==> src/shared/pmcs_pkg.sv <==
// Constants, types and decode helpers for the power mode and clock select block
package pmcs_pkg;

  // Register offsets on the special function register port
  localparam logic [7:0] PMCS_ADDR_POWER_MODE_CONTROL = 8'h87;
  localparam logic [7:0] PMCS_ADDR_SYSTEM_CLOCK_SELECT = 8'h8F;
  localparam logic [7:0] PMCS_ADDR_WAKE_SOURCE_MASK = 8'h9F;
  localparam logic [7:0] PMCS_ADDR_CLOCK_DIVIDER_MODE = 8'hC4;

  // Reset values
  localparam logic [7:0] PMCS_RST_POWER_MODE_CONTROL = 8'h00;
  localparam logic [7:0] PMCS_RST_SYSTEM_CLOCK_SELECT = 8'h0C;
  localparam logic [7:0] PMCS_RST_WAKE_SOURCE_MASK = 8'hFF;
  localparam logic [7:0] PMCS_RST_CLOCK_DIVIDER_MODE = 8'h40;
  // Pre-divider code after reset, divide by 32; the reset byte above holds the other fields
  localparam logic [3:0] PMCS_RST_FAST_OSC_PREDIV = 4'h9;

  // power_mode_control fields
  localparam int PMCS_PMC_BAUD_DOUBLER_BIT = 7;
  localparam int PMCS_PMC_SLEEP_BIT = 2;
  localparam int PMCS_PMC_STOP_BIT = 1;
  localparam int PMCS_PMC_IDLE_BIT = 0;

  // clock_divider_mode fields
  localparam int PMCS_CDM_DIVIDER_UPPER_BIT = 7;
  localparam int PMCS_CDM_DIVIDER_LOWER_BIT = 6;
  localparam int PMCS_CDM_AUTO_RETURN_BIT = 5;

  // system_clock_select fields
  localparam int PMCS_CKS_PREDIV_LSB = 4;
  localparam int PMCS_CKS_REGULATOR_READY_DELAY_LSB = 2;
  localparam int PMCS_CKS_SOURCE_LSB = 0;

  // Clock source codes
  localparam logic [1:0] PMCS_SRC_FAST_DIV = 2'h0;
  localparam logic [1:0] PMCS_SRC_SLOW_32K = 2'h1;
  localparam logic [1:0] PMCS_SRC_FAST_DIV_ALT = 2'h2;
  localparam logic [1:0] PMCS_SRC_EXTERNAL = 2'h3;

  // Regulator ready delays in slow oscillator cycles
  localparam logic [8:0] PMCS_REGULATOR_READY_DELAY_CYC_0 = 9'h008;
  localparam logic [8:0] PMCS_REGULATOR_READY_DELAY_CYC_1 = 9'h010;
  localparam logic [8:0] PMCS_REGULATOR_READY_DELAY_CYC_2 = 9'h040;
  localparam logic [8:0] PMCS_REGULATOR_READY_DELAY_CYC_3 = 9'h100;

  // Fast oscillator restart budget after a wake, in fast oscillator cycles
  localparam int PMCS_SLEEP_WAKE_LIMIT_CYC = 64;
  localparam int PMCS_OSC_SETTLE_CYC = 16;

  localparam int PMCS_WAKE_LINES = 8;

  typedef enum logic [2:0] {
    PMCS_ST_REG_WAIT,
    PMCS_ST_OSC_WAIT,
    PMCS_ST_RUN,
    PMCS_ST_IDLE,
    PMCS_ST_STOP,
    PMCS_ST_SLEEP
  } pmcs_state_type;

  typedef struct packed {
    logic cpu_clk_en;
    logic integ_clk_en;
    logic integ_rst;
    logic ext_periph_clk_en;
    logic fast_osc_en;
    logic main_reg_en;
    logic bandgap_en;
  } pmcs_gate_type;

  typedef struct packed {
    logic [1:0] source;
    logic [8:0] prediv_ratio;
    logic full_speed;
    logic auto_return;
    logic baud_double;
  } pmcs_clk_cfg_type;

  // Divisor for the fast oscillator pre-divider; 1 means undivided
  function automatic logic [8:0] pmcs_prediv_ratio(input logic [3:0] code);
    logic [8:0] r;
    r = 9'h100;
    if (code == 4'h0)
      r = 9'h001;
    else if (code <= 4'h8)
      r = {4'h0, code, 1'b0};
    else if (code == 4'h9)
      r = 9'h020;
    else if (code == 4'hA)
      r = 9'h040;
    else if (code == 4'hB)
      r = 9'h080;
    return r;
  endfunction

  function automatic logic [8:0] pmcs_regulator_ready_delay_cycles(input logic [1:0] code);
    logic [8:0] r;
    r = PMCS_REGULATOR_READY_DELAY_CYC_3;
    case (code)
      2'h0: r = PMCS_REGULATOR_READY_DELAY_CYC_0;
      2'h1: r = PMCS_REGULATOR_READY_DELAY_CYC_1;
      2'h2: r = PMCS_REGULATOR_READY_DELAY_CYC_2;
      default: r = PMCS_REGULATOR_READY_DELAY_CYC_3;
    endcase
    return r;
  endfunction

endpackage

==> src/hw/pmcs_edge.sv <==
// Rising edge detector for the wake source lines
`timescale 1ns/1ps
module pmcs_edge
  import pmcs_pkg::*;
#(
  parameter int WIDTH = 8
)
(
  input wire logic clk,
  input wire logic rst_n,
  input wire logic [WIDTH-1:0] level,
  output logic [WIDTH-1:0] rise
);

  typedef struct packed {
    logic [WIDTH-1:0] prev;
  } pmcs_edge_state_type;

  pmcs_edge_state_type q_ff;
  pmcs_edge_state_type nxt_q;

  always_comb
  begin
    nxt_q = q_ff;
    nxt_q.prev = level;
  end

  // Edge only, so a source held active cannot keep re-waking the part
  assign rise = level & ~q_ff.prev;

  always_ff @(posedge clk or negedge rst_n)
  begin
    if (!rst_n)
      q_ff <= '{prev: '0};
    else
      q_ff <= nxt_q;
  end

endmodule

==> src/hw/pmcs_top.sv <==
// Power mode sequencer and system clock selection registers
// How it works
// (RULE1) Sleep plus stop bits gate all clocks
// (RULE2) Sleep exits on wake/reset, clears both bits
// (RULE3) Sleep turns off band gap and regulator
// (RULE4) Sleep wake completes within 64 oscillator cycles
// (RULE5) Stop alone gates CPU and peripheral clocks
// (RULE6) Stop exits on wake/reset, clears stop bit
// (RULE7) Idle stops and resets CPU-side peripherals
// (RULE8) Idle exits on enabled interrupt or reset
// (RULE9) Hardware clears idle bit on exit
// (RULE10) Idle exit restarts clock, vectors at once
// (RULE11) Upper divider bit reads zero, ignores writes
// (RULE12) Pre-divider code maps to fast oscillator divisor
// (RULE13) Regulator wait of 8/16/64/256 slow cycles
// (RULE14) Source field picks fast, slow or external
// (RULE15) Clock select and mask writes need window
// (RULE16) Eight mask bits enable wake sources
// (RULE17) Wake always triggered by source edge
// (RULE18) Disabled waking interrupt resumes without vector
// (RULE19) Oscillator restarts before system clock resumes
// (RULE20) Only non-clocked sources wake stop/sleep
// (RULE21) Software opens timed window with AA, 55
// (RULE22) Stop exit keeps prior clock settings
// (RULE23) Entry waits for writing instruction to finish
`timescale 1ns/1ps
module pmcs_top
  import pmcs_pkg::*;
#(
  parameter int OSC_SETTLE_CYC = PMCS_OSC_SETTLE_CYC,
  parameter int WAKE_LINES = PMCS_WAKE_LINES
)
(
  input wire logic CLK_SYS,
  input wire logic RESET_PIN_LOW,
  input wire logic [7:0] SFR_ADDR,
  input wire logic SFR_WR,
  input wire logic [7:0] SFR_WDATA,
  input wire logic CPU_INSTR_DONE,
  input wire logic TIMED_WINDOW_OPEN,
  input wire logic SLOW_OSC_TICK,
  input wire logic [WAKE_LINES-1:0] WAKE_SRC,
  input wire logic [WAKE_LINES-1:0] WAKE_IRQ_EN,
  input wire logic IDLE_WAKE_IRQ,
  output logic [7:0] SFR_RDATA,
  output pmcs_gate_type GATE,
  output pmcs_clk_cfg_type CLK_CFG,
  output pmcs_state_type MODE,
  output logic WAKE_VECTOR,
  output logic WAKE_RESUME
);

  localparam logic [7:0] OSC_SETTLE_LAST = 8'(OSC_SETTLE_CYC - 1);

  typedef struct packed {
    pmcs_state_type state;
    logic baud_doubler_bit;
    logic sleep_bit;
    logic stop_bit;
    logic idle_bit;
    logic divider_lower_bit;
    logic auto_return_bit;
    logic [3:0] fast_osc_prediv;
    logic [1:0] regulator_ready_delay;
    logic [1:0] source_select_field;
    logic [WAKE_LINES-1:0] wake_source_mask;
    logic [8:0] reg_cnt;
    logic [7:0] osc_cnt;
    logic from_sleep;
    logic vector_pending;
    logic [7:0] rdata;
    pmcs_gate_type gate;
    pmcs_clk_cfg_type cfg;
    logic wake_vector;
    logic wake_resume;
  } pmcs_top_state_type;

  pmcs_top_state_type q_ff;
  pmcs_top_state_type nxt_q;
  logic [WAKE_LINES-1:0] wake_rise;
  logic [WAKE_LINES-1:0] wake_hit;
  logic wr_pmc;
  logic wr_cks;
  logic wr_wkm;
  logic wr_cdm;

  pmcs_edge #(
    .WIDTH(WAKE_LINES)
  ) u_wake_edge (
    .clk(CLK_SYS),
    .rst_n(RESET_PIN_LOW),
    .level(WAKE_SRC),
    .rise(wake_rise)
  );

  // Only the pin-side wake lines are looked at; clocked peripherals have no path here
  assign wake_hit = wake_rise & q_ff.wake_source_mask; // (RULE16) (RULE17) (RULE20)

  always_comb
  begin
    wr_pmc = 1'b0;
    wr_cks = 1'b0;
    wr_wkm = 1'b0;
    wr_cdm = 1'b0;
    if (SFR_WR && SFR_ADDR == PMCS_ADDR_POWER_MODE_CONTROL)
      wr_pmc = 1'b1;
    else if (SFR_WR && SFR_ADDR == PMCS_ADDR_SYSTEM_CLOCK_SELECT)
      wr_cks = TIMED_WINDOW_OPEN; // (RULE15) (RULE21)
    else if (SFR_WR && SFR_ADDR == PMCS_ADDR_WAKE_SOURCE_MASK)
      wr_wkm = TIMED_WINDOW_OPEN; // (RULE15)
    else if (SFR_WR && SFR_ADDR == PMCS_ADDR_CLOCK_DIVIDER_MODE)
      wr_cdm = 1'b1;
  end

  always_comb
  begin
    nxt_q = q_ff;
    nxt_q.wake_vector = 1'b0;
    nxt_q.wake_resume = 1'b0;

    // Register writes; the CPU is stopped in any low power state, so no write races a clear
    if (wr_pmc)
    begin
      nxt_q.baud_doubler_bit = SFR_WDATA[PMCS_PMC_BAUD_DOUBLER_BIT];
      nxt_q.sleep_bit = SFR_WDATA[PMCS_PMC_SLEEP_BIT];
      nxt_q.stop_bit = SFR_WDATA[PMCS_PMC_STOP_BIT];
      nxt_q.idle_bit = SFR_WDATA[PMCS_PMC_IDLE_BIT];
    end
    if (wr_cdm)
    begin
      nxt_q.divider_lower_bit = SFR_WDATA[PMCS_CDM_DIVIDER_LOWER_BIT];
      nxt_q.auto_return_bit = SFR_WDATA[PMCS_CDM_AUTO_RETURN_BIT];
    end
    if (wr_cks)
    begin
      nxt_q.fast_osc_prediv = SFR_WDATA[PMCS_CKS_PREDIV_LSB +: 4];
      nxt_q.regulator_ready_delay = SFR_WDATA[PMCS_CKS_REGULATOR_READY_DELAY_LSB +: 2];
      nxt_q.source_select_field = SFR_WDATA[PMCS_CKS_SOURCE_LSB +: 2];
    end
    if (wr_wkm)
      nxt_q.wake_source_mask = SFR_WDATA[WAKE_LINES-1:0];

    case (q_ff.state)
      PMCS_ST_REG_WAIT:
      begin
        // Regulator settles on the slow oscillator, after reset or a sleep wake
        if (SLOW_OSC_TICK)
          nxt_q.reg_cnt = q_ff.reg_cnt + 9'h001;
        if (SLOW_OSC_TICK && q_ff.reg_cnt + 9'h001 >= pmcs_regulator_ready_delay_cycles(q_ff.regulator_ready_delay)) // (RULE13)
        begin
          nxt_q.reg_cnt = 9'h000;
          nxt_q.osc_cnt = 8'h00;
          nxt_q.state = PMCS_ST_OSC_WAIT;
        end
      end
      PMCS_ST_OSC_WAIT:
      begin
        // Oscillator is already enabled here; system clock held off until it settles
        nxt_q.osc_cnt = q_ff.osc_cnt + 8'h01; // (RULE19) (RULE4)
        if (q_ff.osc_cnt >= OSC_SETTLE_LAST)
        begin
          nxt_q.osc_cnt = 8'h00;
          nxt_q.state = PMCS_ST_RUN;
          if (q_ff.from_sleep)
            nxt_q.sleep_bit = 1'b0; // (RULE2)
          nxt_q.stop_bit = 1'b0; // (RULE2) (RULE6)
          nxt_q.from_sleep = 1'b0;
          nxt_q.wake_vector = q_ff.vector_pending; // (RULE18)
          nxt_q.wake_resume = ~q_ff.vector_pending; // (RULE18)
          nxt_q.vector_pending = 1'b0;
        end
      end
      PMCS_ST_RUN:
      begin
        // Entry waits for the instruction that wrote the mode bits to retire
        if (CPU_INSTR_DONE && !wr_pmc) // (RULE23)
        begin
          if (q_ff.stop_bit && q_ff.sleep_bit)
            nxt_q.state = PMCS_ST_SLEEP; // (RULE1)
          else if (q_ff.stop_bit)
            nxt_q.state = PMCS_ST_STOP; // (RULE5)
          else if (q_ff.idle_bit)
            nxt_q.state = PMCS_ST_IDLE; // (RULE7)
        end
      end
      PMCS_ST_IDLE:
      begin
        if (IDLE_WAKE_IRQ) // (RULE8)
        begin
          nxt_q.state = PMCS_ST_RUN;
          nxt_q.idle_bit = 1'b0; // (RULE9)
          nxt_q.wake_vector = 1'b1; // (RULE10)
        end
      end
      PMCS_ST_STOP:
      begin
        if (|wake_hit) // (RULE6) (RULE20)
        begin
          nxt_q.state = PMCS_ST_OSC_WAIT;
          nxt_q.osc_cnt = 8'h00;
          nxt_q.from_sleep = 1'b0;
          nxt_q.vector_pending = |(wake_hit & WAKE_IRQ_EN); // (RULE18)
        end
      end
      PMCS_ST_SLEEP:
      begin
        if (|wake_hit) // (RULE2) (RULE20)
        begin
          nxt_q.state = PMCS_ST_REG_WAIT;
          nxt_q.reg_cnt = 9'h000;
          nxt_q.from_sleep = 1'b1;
          nxt_q.vector_pending = |(wake_hit & WAKE_IRQ_EN); // (RULE18)
        end
      end
      default:
      begin
        nxt_q.state = PMCS_ST_RUN;
      end
    endcase

    // Gates follow the next state so every output leaves a flip-flop
    nxt_q.gate.cpu_clk_en = (nxt_q.state == PMCS_ST_RUN);
    nxt_q.gate.integ_clk_en = (nxt_q.state == PMCS_ST_RUN); // (RULE7)
    nxt_q.gate.integ_rst = (nxt_q.state == PMCS_ST_IDLE); // (RULE7)
    nxt_q.gate.ext_periph_clk_en = (nxt_q.state == PMCS_ST_RUN) || (nxt_q.state == PMCS_ST_IDLE); // (RULE7)
    nxt_q.gate.fast_osc_en = (nxt_q.state == PMCS_ST_RUN) || (nxt_q.state == PMCS_ST_IDLE)
                             || (nxt_q.state == PMCS_ST_OSC_WAIT); // (RULE19)
    nxt_q.gate.main_reg_en = (nxt_q.state != PMCS_ST_SLEEP); // (RULE3)
    nxt_q.gate.bandgap_en = (nxt_q.state != PMCS_ST_SLEEP); // (RULE3)

    // Settings registers are untouched by low power entry, so a wake resumes them
    nxt_q.cfg.source = nxt_q.source_select_field; // (RULE14) (RULE22)
    nxt_q.cfg.prediv_ratio = pmcs_prediv_ratio(nxt_q.fast_osc_prediv); // (RULE12)
    nxt_q.cfg.full_speed = nxt_q.divider_lower_bit; // (RULE11)
    nxt_q.cfg.auto_return = nxt_q.auto_return_bit;
    nxt_q.cfg.baud_double = nxt_q.baud_doubler_bit;

    // Read data: one cycle after the address, unmapped reads return zero
    nxt_q.rdata = 8'h00;
    if (SFR_ADDR == PMCS_ADDR_POWER_MODE_CONTROL)
      nxt_q.rdata[PMCS_PMC_BAUD_DOUBLER_BIT] = q_ff.baud_doubler_bit;
    else if (SFR_ADDR == PMCS_ADDR_SYSTEM_CLOCK_SELECT)
    begin
      nxt_q.rdata[PMCS_CKS_PREDIV_LSB +: 4] = q_ff.fast_osc_prediv;
      nxt_q.rdata[PMCS_CKS_SOURCE_LSB +: 2] = q_ff.source_select_field;
    end
    else if (SFR_ADDR == PMCS_ADDR_WAKE_SOURCE_MASK)
      nxt_q.rdata[WAKE_LINES-1:0] = q_ff.wake_source_mask;
    else if (SFR_ADDR == PMCS_ADDR_CLOCK_DIVIDER_MODE)
    begin
      nxt_q.rdata[PMCS_CDM_DIVIDER_UPPER_BIT] = 1'b0; // (RULE11)
      nxt_q.rdata[PMCS_CDM_DIVIDER_LOWER_BIT] = q_ff.divider_lower_bit;
      nxt_q.rdata[PMCS_CDM_AUTO_RETURN_BIT] = q_ff.auto_return_bit;
    end
  end

  always_ff @(posedge CLK_SYS or negedge RESET_PIN_LOW)
  begin
    if (!RESET_PIN_LOW)
    begin
      // Reset starts with the regulator wait, like a sleep wake
      q_ff.state <= PMCS_ST_REG_WAIT;
      q_ff.baud_doubler_bit <= PMCS_RST_POWER_MODE_CONTROL[PMCS_PMC_BAUD_DOUBLER_BIT];
      q_ff.sleep_bit <= PMCS_RST_POWER_MODE_CONTROL[PMCS_PMC_SLEEP_BIT];
      q_ff.stop_bit <= PMCS_RST_POWER_MODE_CONTROL[PMCS_PMC_STOP_BIT];
      q_ff.idle_bit <= PMCS_RST_POWER_MODE_CONTROL[PMCS_PMC_IDLE_BIT];
      q_ff.divider_lower_bit <= PMCS_RST_CLOCK_DIVIDER_MODE[PMCS_CDM_DIVIDER_LOWER_BIT];
      q_ff.auto_return_bit <= PMCS_RST_CLOCK_DIVIDER_MODE[PMCS_CDM_AUTO_RETURN_BIT];
      q_ff.fast_osc_prediv <= PMCS_RST_FAST_OSC_PREDIV; // (RULE12)
      q_ff.regulator_ready_delay <= 2'h3;
      q_ff.source_select_field <= PMCS_RST_SYSTEM_CLOCK_SELECT[PMCS_CKS_SOURCE_LSB +: 2];
      q_ff.wake_source_mask <= PMCS_RST_WAKE_SOURCE_MASK[WAKE_LINES-1:0];
      q_ff.reg_cnt <= 9'h000;
      q_ff.osc_cnt <= 8'h00;
      q_ff.from_sleep <= 1'b0;
      q_ff.vector_pending <= 1'b0;
      q_ff.rdata <= 8'h00;
      q_ff.gate <= '{cpu_clk_en: 1'b0, integ_clk_en: 1'b0, integ_rst: 1'b0, ext_periph_clk_en: 1'b0,
                     fast_osc_en: 1'b0, main_reg_en: 1'b1, bandgap_en: 1'b1};
      q_ff.cfg <= '{source: 2'h0, prediv_ratio: 9'h020, full_speed: 1'b1, auto_return: 1'b0,
                    baud_double: 1'b0};
      q_ff.wake_vector <= 1'b0;
      q_ff.wake_resume <= 1'b0;
    end
    else
      q_ff <= nxt_q;
  end

  assign SFR_RDATA = q_ff.rdata;
  assign GATE = q_ff.gate;
  assign CLK_CFG = q_ff.cfg;
  assign MODE = q_ff.state;
  assign WAKE_VECTOR = q_ff.wake_vector;
  assign WAKE_RESUME = q_ff.wake_resume;

endmodule

==> config.mk <==
export PLATFORM = sky130hd
export DESIGN_NAME = pmcs_top
export DESIGN_NICKNAME = d
export VERILOG_FILES = /design/src/shared/pmcs_pkg.sv /design/src/hw/pmcs_edge.sv /design/src/hw/pmcs_top.sv
export SDC_FILE = /design/constraint.sdc
export NUM_CORES = 1
export LEC_CHECK = 0
export ABC_AREA = 0
export BUFFER_PORTS_ARGS = -buffer_cell sky130_fd_sc_hd__buf_2
export CAP_MARGIN = 10
export CORE_ASPECT_RATIO = 0.5
export CORE_MARGIN = 2
export CORE_UTILIZATION = 55
export CTS_CLUSTER_DIAMETER = 60
export DETAILED_ROUTE_END_ITERATION = 8
export PLACE_DENSITY = 0.77
export SYNTH_ARGS = -nofsm -noshare
export SYNTH_HDL_FRONTEND = slang
export SYNTH_SLANG_ARGS = --single-unit
==> constraint.sdc <==
create_clock -name CLK_SYS -period 3.3 [get_ports CLK_SYS]
set_clock_uncertainty 0.15 [all_clocks]
set_input_delay 0.33 -clock CLK_SYS [delete_from_list [all_inputs] [get_ports CLK_SYS]]
set_output_delay 0.33 -clock CLK_SYS [all_outputs]
set_load 0.01 [all_outputs]
After elaboration in Yosys (flattened, before gate mapping)
Cells that the tools add are included.
{ "totals": {"ff_bits": 76, "latchBits": 0, "mem_bits_rw": 0, "romBits": 0, "input_bits": 39, "out_inout_bits": 34, "word_cells": 134, "memories": 0} }
{ "op_classes": {"n_addsub": 2, "multipliers": 0, "div": 0, "order_cmp": 3, "eq_ne": 23, "n_shift": 0, "muxes": 55, "bitwise_logic": 5, "n_reduce_logical": 21} }
{ "op_table": {"columns": ["cell", "count"], "rows": [
  ["$mux W9", 8],
  ["$mux W3", 11],
  ["$eq A8 B8 Y1 const B", 4],
  ["$pmux W9 S3", 1],
  ["$and A8 B8 Y8", 3],
  ["$pmux W8 S3", 1],
  ["$mux W10", 2],
  ["$pmux W3 S6", 1],
  ["$pmux W9 S2", 1],
  ["$mux W17", 1],
  ["$mux W1", 16],
  ["$reduce_or A8 Y1", 2],
  ["$mux W2", 7],
  ["$eq A3 B2 Y1 const B", 4],
  ["$eq A4 B4 Y1 const B", 3],
  ["$add A9 B1 Y9 const B", 1],
  ["$ge A9 B9 Y1", 1],
  ["$add A8 B1 Y8 const B", 1],
  ["$ge A8 B4 Y1 const B", 1],
  ["$mux W8", 1],
  ["$ne A2 B2 Y1 const B", 4],
  ["$not A8 Y8", 1],
  ["$logic_and A1 B1 Y1", 7],
  ["$mux W7", 1],
  ["other kinds (20)", 26]
]} }

Longest topological paths before layout
{ "logic_depth": {"word_depth": 11, "ltp_mapped": 11} }

By module
Synthesis repeated with hierarchy kept, for this count alone.
{ "unflattened": {"cells_unflattened": 336, "area_unflattened_um2": 3753.6} }
{ "modules_own_cells": {"columns": ["module", "n_inst", "cells_each", "area_each_um2", "seq_area_each_um2"], "rows": [
  ["pmcs_top", 1, 320, 3443.3, 1720.4],
  ["pmcs_edge", 1, 16, 310.3, 200.2]
]} }

Worst setup path before layout
Ideal clock, no wire load.
{ "synth_path": {"kind": "flip-flop to flip-flop", "from": "register q_ff[41] (netlist name)", "to": "register q_ff[47] (netlist name)", "setup_ns": 0.101, "t_arrival_ns": 2.387, "t_required_ns": 3.049, "path_slack_ns": 0.662, "path_stages_with_launch": 10, "path_buffers": 1, "synth_period_minus_slack_ns": 2.638, "path_cell_list": "dfrtp_1 ha_1 nand3_1 xnor2_1 ha_1 a21boi_0 o41ai_1 buf_2 nand3_2 o311ai_2"} }
{ "synth_between": {"elab_chain_cells": 5, "elab_cells_between_ends": 8, "classes_between": "1 x add/sub; 1 x order compare; 1 x eq/ne; 3 x mux; 2 x reduce/logical"} }
{ "synth_lines": {"columns": ["element", "line_no", "text"], "rows": [
  ["start: declaration", "pmcs_top.sv:78", "pmcs_top_state_type q_ff;"],
  ["start signal: assignment", "pmcs_top.sv:286", "q_ff <= nxt_q;"],
  ["$add A9 B1 Y9 (*)", "pmcs_top.sv:148, pmcs_top.sv:149", null],
  ["$ge A9 B9 Y1", "pmcs_top.sv:149", "if (SLOW_OSC_TICK && q_ff.reg_cnt + 9'h001 >= pmcs_regulator_ready_delay_cycles(q_ff.regulator_ready_delay))"],
  ["$logic_and A1 B1 Y1", "pmcs_top.sv:149", null],
  ["$ne A3 B3 Y1 (no line) or $mux W17 (tied branches)", null, null],
  ["$reduce_and A3 Y1 (no line) or $pmux W9 S2 (tied branches)", null, null]
]} }
Mark *: on every way between the ends. The rest lies on a longest branch, timed or not. The select of a mux whose other input is x is not followed.
A chain may end at the register's enable or synchronous reset.

Worst setup path after layout
{ "layout_path": {"from": "register q_ff[41] (netlist name)", "to": "register q_ff[35] (netlist name)"} }
{ "layout_between": {"elab_chain_cells": 5} }
{ "layout_lines": {"columns": ["element", "line_no"], "rows": [
  ["$add A9 B1 Y9", "pmcs_top.sv:149"],
  ["$ge A9 B9 Y1", "pmcs_top.sv:149"],
  ["$logic_and A1 B1 Y1", "pmcs_top.sv:149"],
  ["$ne A2 B2 Y1 (no line)", null],
  ["$reduce_and A3 Y1 (no line)", null]
]} }
No other way between the ends.

==> impl_results.rst <==
.. list-table::
   :header-rows: 1

   * - Metric
     - Value
   * - Via density per instance
     - 5.53
   * - Worst setup SP type
     - register
   * - Slack of the critical path
     - 371 ps
   * - Hold buffers post-CTS
     - 9
   * - Number of global-route vias before repair
     - 2837
   * - Unrepaired setup endpoints after global routing
     - no
   * - Hpwl dp
     - 5.85 mm
   * - DR vias
     - 2791
   * - Layout net count
     - 454
   * - Clock transition at the registers of the reported paths
     - 60 ps
   * - Count of pins over their slew limit
     - 0
   * - Leak pwr
     - 2.17 nW
   * - Type of the tightest min-delay check
     - in2reg
   * - Latest clock arrival within the worst-skew pair
     - 340 ps
   * - Final design instance area without fill
     - 4450 um2
   * - MaxCap Viol Count
     - 0
   * - Post-synthesis async set-or-reset flop share
     - 1.00
   * - Area added between synthesis and finish
     - 15.7%
   * - Biggest fanout along the worst timing path
     - 10
   * - Die Height
     - 63.1 um
   * - Cell type with the largest total area after synthesis
     - sky130_fd_sc_hd__dfrtp_1
   * - CTS resizes
     - 0
   * - Num CTS Buffers
     - 9
   * - Layout Cells excl Fill
     - 505
   * - Area of the die
     - 7720 um2
   * - Initial DRT Pass Iterations
     - 4
   * - Hold wc startpoint
     - SFR_WDATA[3]
   * - Sequential element share of the synthesized area
     - 0.499
   * - Final routed wire length divided by cell count
     - 15.9 um
   * - Total congestion overflow after global routing
     - 0
   * - Number of nets with antenna violations after detailed routing
     - 0
   * - Instance area at placement
     - 4060 um2
   * - Pin count of the biggest net entering global routing
     - 42
   * - Clock root cell
     - sky130_fd_sc_hd__clkbuf_16
   * - Sinks on Clock Net
     - 76
   * - FF-to-FF Start
     - q_ff[41]$_DFFE_PN0P_
   * - Placeable Area
     - 6730 um2
   * - Count of port buffers added during placement
     - 72
   * - Synthesis warning total
     - 0
   * - Final setup fails
     - 0
   * - Worst Hold Margin
     - 98.1 ps
   * - Share of final-layout standard cells stronger than drive strength 1
     - 0.339
   * - Period Utilization, post-route
     - 0.888
   * - Floorplan die width
     - 122 um
   * - Top Ports
     - 73
   * - Arrival time of the worst setup path
     - 3030 ps
   * - Number of inserted diodes
     - 0
   * - Most common cell after layout, fill and taps aside
     - sky130_fd_sc_hd__buf_2
   * - FF+latch count, synth
     - 76
   * - Power Dens Cells
     - 640 nW/um2
   * - Wire length of the first global-routing pass
     - 13.5 mm
   * - TritonCTS clock tree
     - done
   * - Syn Std Cell Area
     - 3850 um2
   * - Count of mapped cells out of synthesis
     - 353
   * - Final cell utilization of the core
     - 0.662
   * - Worst slew margin
     - 0.452
   * - Weighted congestion at the end of routability-driven global placement
     - 0.844
   * - Type of the setup path with the least slack
     - reg2reg
   * - Status
     - completed
   * - Worst setup path startpoint
     - q_ff[41]$_DFFE_PN0P_
   * - Placement Setup Slack
     - 391 ps
   * - Starting DRC count in detailed routing
     - 147
   * - Share of Yosys cell area claimed by the top area cell type
     - 0.397
   * - Worst EP required
     - 3400 ps
   * - Number of buffers inserted to repair setup after CTS
     - 0
   * - Fmax
     - 0.341 GHz
   * - Routed wire length
     - 8.03 mm
   * - Type of element capturing the critical path
     - register
   * - DRC viols
     - 0
   * - Final total negative setup slack
     - 0 ps
   * - Transition time at the pin with the least slew margin
     - 823 ps
   * - Syn_nets
     - 399
   * - Unique cell type count in the Yosys netlist
     - 62
   * - Final Power
     - 2.85 mW
   * - Initial antenna violation count
     - 0
   * - Post-layout min period
     - 2930 ps
   * - Prevailing post-synth register cell
     - sky130_fd_sc_hd__dfrtp_1
   * - Cells taking the most area after synthesis
     - sky130_fd_sc_hd__dfrtp_1 40%, sky130_fd_sc_hd__dfstp_2 10%, sky130_fd_sc_hd__buf_4 6.2%, sky130_fd_sc_hd__mux2_2 5.6%, sky130_fd_sc_hd__mux2i_1 2.9%
   * - Number of enable-type register cells in the synthesized netlist
     - 0
   * - CTS H-Tree Depth
     - 3
   * - Placement row count
     - 21
   * - Number of cells in the design after placement
     - 480
   * - Synth Area per Inst
     - 10.9 um2
   * - Buffer depth of the longest clock path
     - 2
   * - GRT Overall Usage
     - 0.228
   * - Commonest cells after routing, fill and taps aside
     - 72 x sky130_fd_sc_hd__buf_2, 61 x sky130_fd_sc_hd__dfrtp_1, 29 x sky130_fd_sc_hd__nand2_1, 25 x sky130_fd_sc_hd__nor2_1, 19 x sky130_fd_sc_hd__mux2_2
   * - VDD IR max
     - 0.378 mV
   * - Initial cell density of the core
     - 0.572
   * - Hold violation count in the final report
     - 0
## where the power goes
part           internal (mW)  switching [mW]
logic                  0.282           0.394
registers               1.05           0.133
clock network          0.608           0.380
## state kept, by name (all words and copies together), names as in the netlist
register,count
q_ff,36
CLK_CFG,14
SFR_RDATA,8
u_wake_edge.q_ff,8
GATE,5
MODE,3
WAKE_RESUME,1
WAKE_VECTOR,1
## layout make-up
class	instances	area, um2
fill	530	2280
sequential	76	1920
multi-input combinational	225	1570
timing repair buffer	88	515
clock buffer	11	243
tap	92	115
clock inverter	5	60.1
inverter	8	30.0
## logic make-up (layout without fill, tap and decap cells)
family          after synthesis  after routing  synth area share
simple gates                124            124             0.180
fa+ha+maj                     7              7            0.0228
buf+inv                      52            112            0.0937
flops                        76             76             0.499
compound gates               57             57             0.104
xor+xnor                      7              7            0.0159
mux                          30             30            0.0842
## final timing paths
kind,to,slack (ps),cells after the start
worst max-delay path,q_ff[35]$_DFFE_PN0P_,370,9
worst min-delay path,q_ff[53]$_DFFE_PN1P_,100,2
worst max register to register,q_ff[35]$_DFFE_PN0P_,370,9
worst min register to register,q_ff[70]$_DFF_PN0_,340,1
max in group asynchronous,q_ff[62]$_DFF_PN1_,1760,3
min in group asynchronous,CLK_CFG[0]$_DFFE_PN0P_,470,2
## routing by layer
layer | track usage | routed length [um] | up-vias
met5 | 0 | 0 | -
met4 | 0.0647 | 95 | 0
met3 | 0.0851 | 405 | 9
met2 | 0.374 | 3830 | 62
met1 | 0.285 | 3700 | 1374
li1 | - | - | 1346
## synth_stat cells (4+ instances only)
master,n
sky130_fd_sc_hd__dfrtp_1,61
sky130_fd_sc_hd__a41oi_1,5
sky130_fd_sc_hd__clkbuf_1,4
sky130_fd_sc_hd__ha_1,7
sky130_fd_sc_hd__dfstp_2,15
sky130_fd_sc_hd__a31oi_1,4
sky130_fd_sc_hd__buf_4,32
sky130_fd_sc_hd__clkbuf_8,4
sky130_fd_sc_hd__nor3_1,7
sky130_fd_sc_hd__nor2_1,25
sky130_fd_sc_hd__a21oi_1,9
sky130_fd_sc_hd__inv_1,8
sky130_fd_sc_hd__and3_1,4
sky130_fd_sc_hd__and3b_1,4
sky130_fd_sc_hd__mux2_2,19
sky130_fd_sc_hd__o21ai_0,11
sky130_fd_sc_hd__xor2_1,4
sky130_fd_sc_hd__nand3_1,10
sky130_fd_sc_hd__nand2b_1,5
sky130_fd_sc_hd__nand2_1,29
sky130_fd_sc_hd__o211ai_1,4
sky130_fd_sc_hd__nand4_1,9
sky130_fd_sc_hd__mux2i_1,11
sky130_fd_sc_hd__a21boi_0,5
## critical path, stage by stage, from the launching register on
cell and delay, ps:
sky130_fd_sc_hd__dfrtp_1 420, sky130_fd_sc_hd__ha_1 280, sky130_fd_sc_hd__nand3_1 210, sky130_fd_sc_hd__xnor2_1 180, sky130_fd_sc_hd__ha_1 320, sky130_fd_sc_hd__a21boi_0 140
sky130_fd_sc_hd__o41ai_1 470, sky130_fd_sc_hd__buf_4 250, sky130_fd_sc_hd__nand3_2 160, sky130_fd_sc_hd__a41oi_1 250
Note: power is estimated with default switching activity, not from simulation.
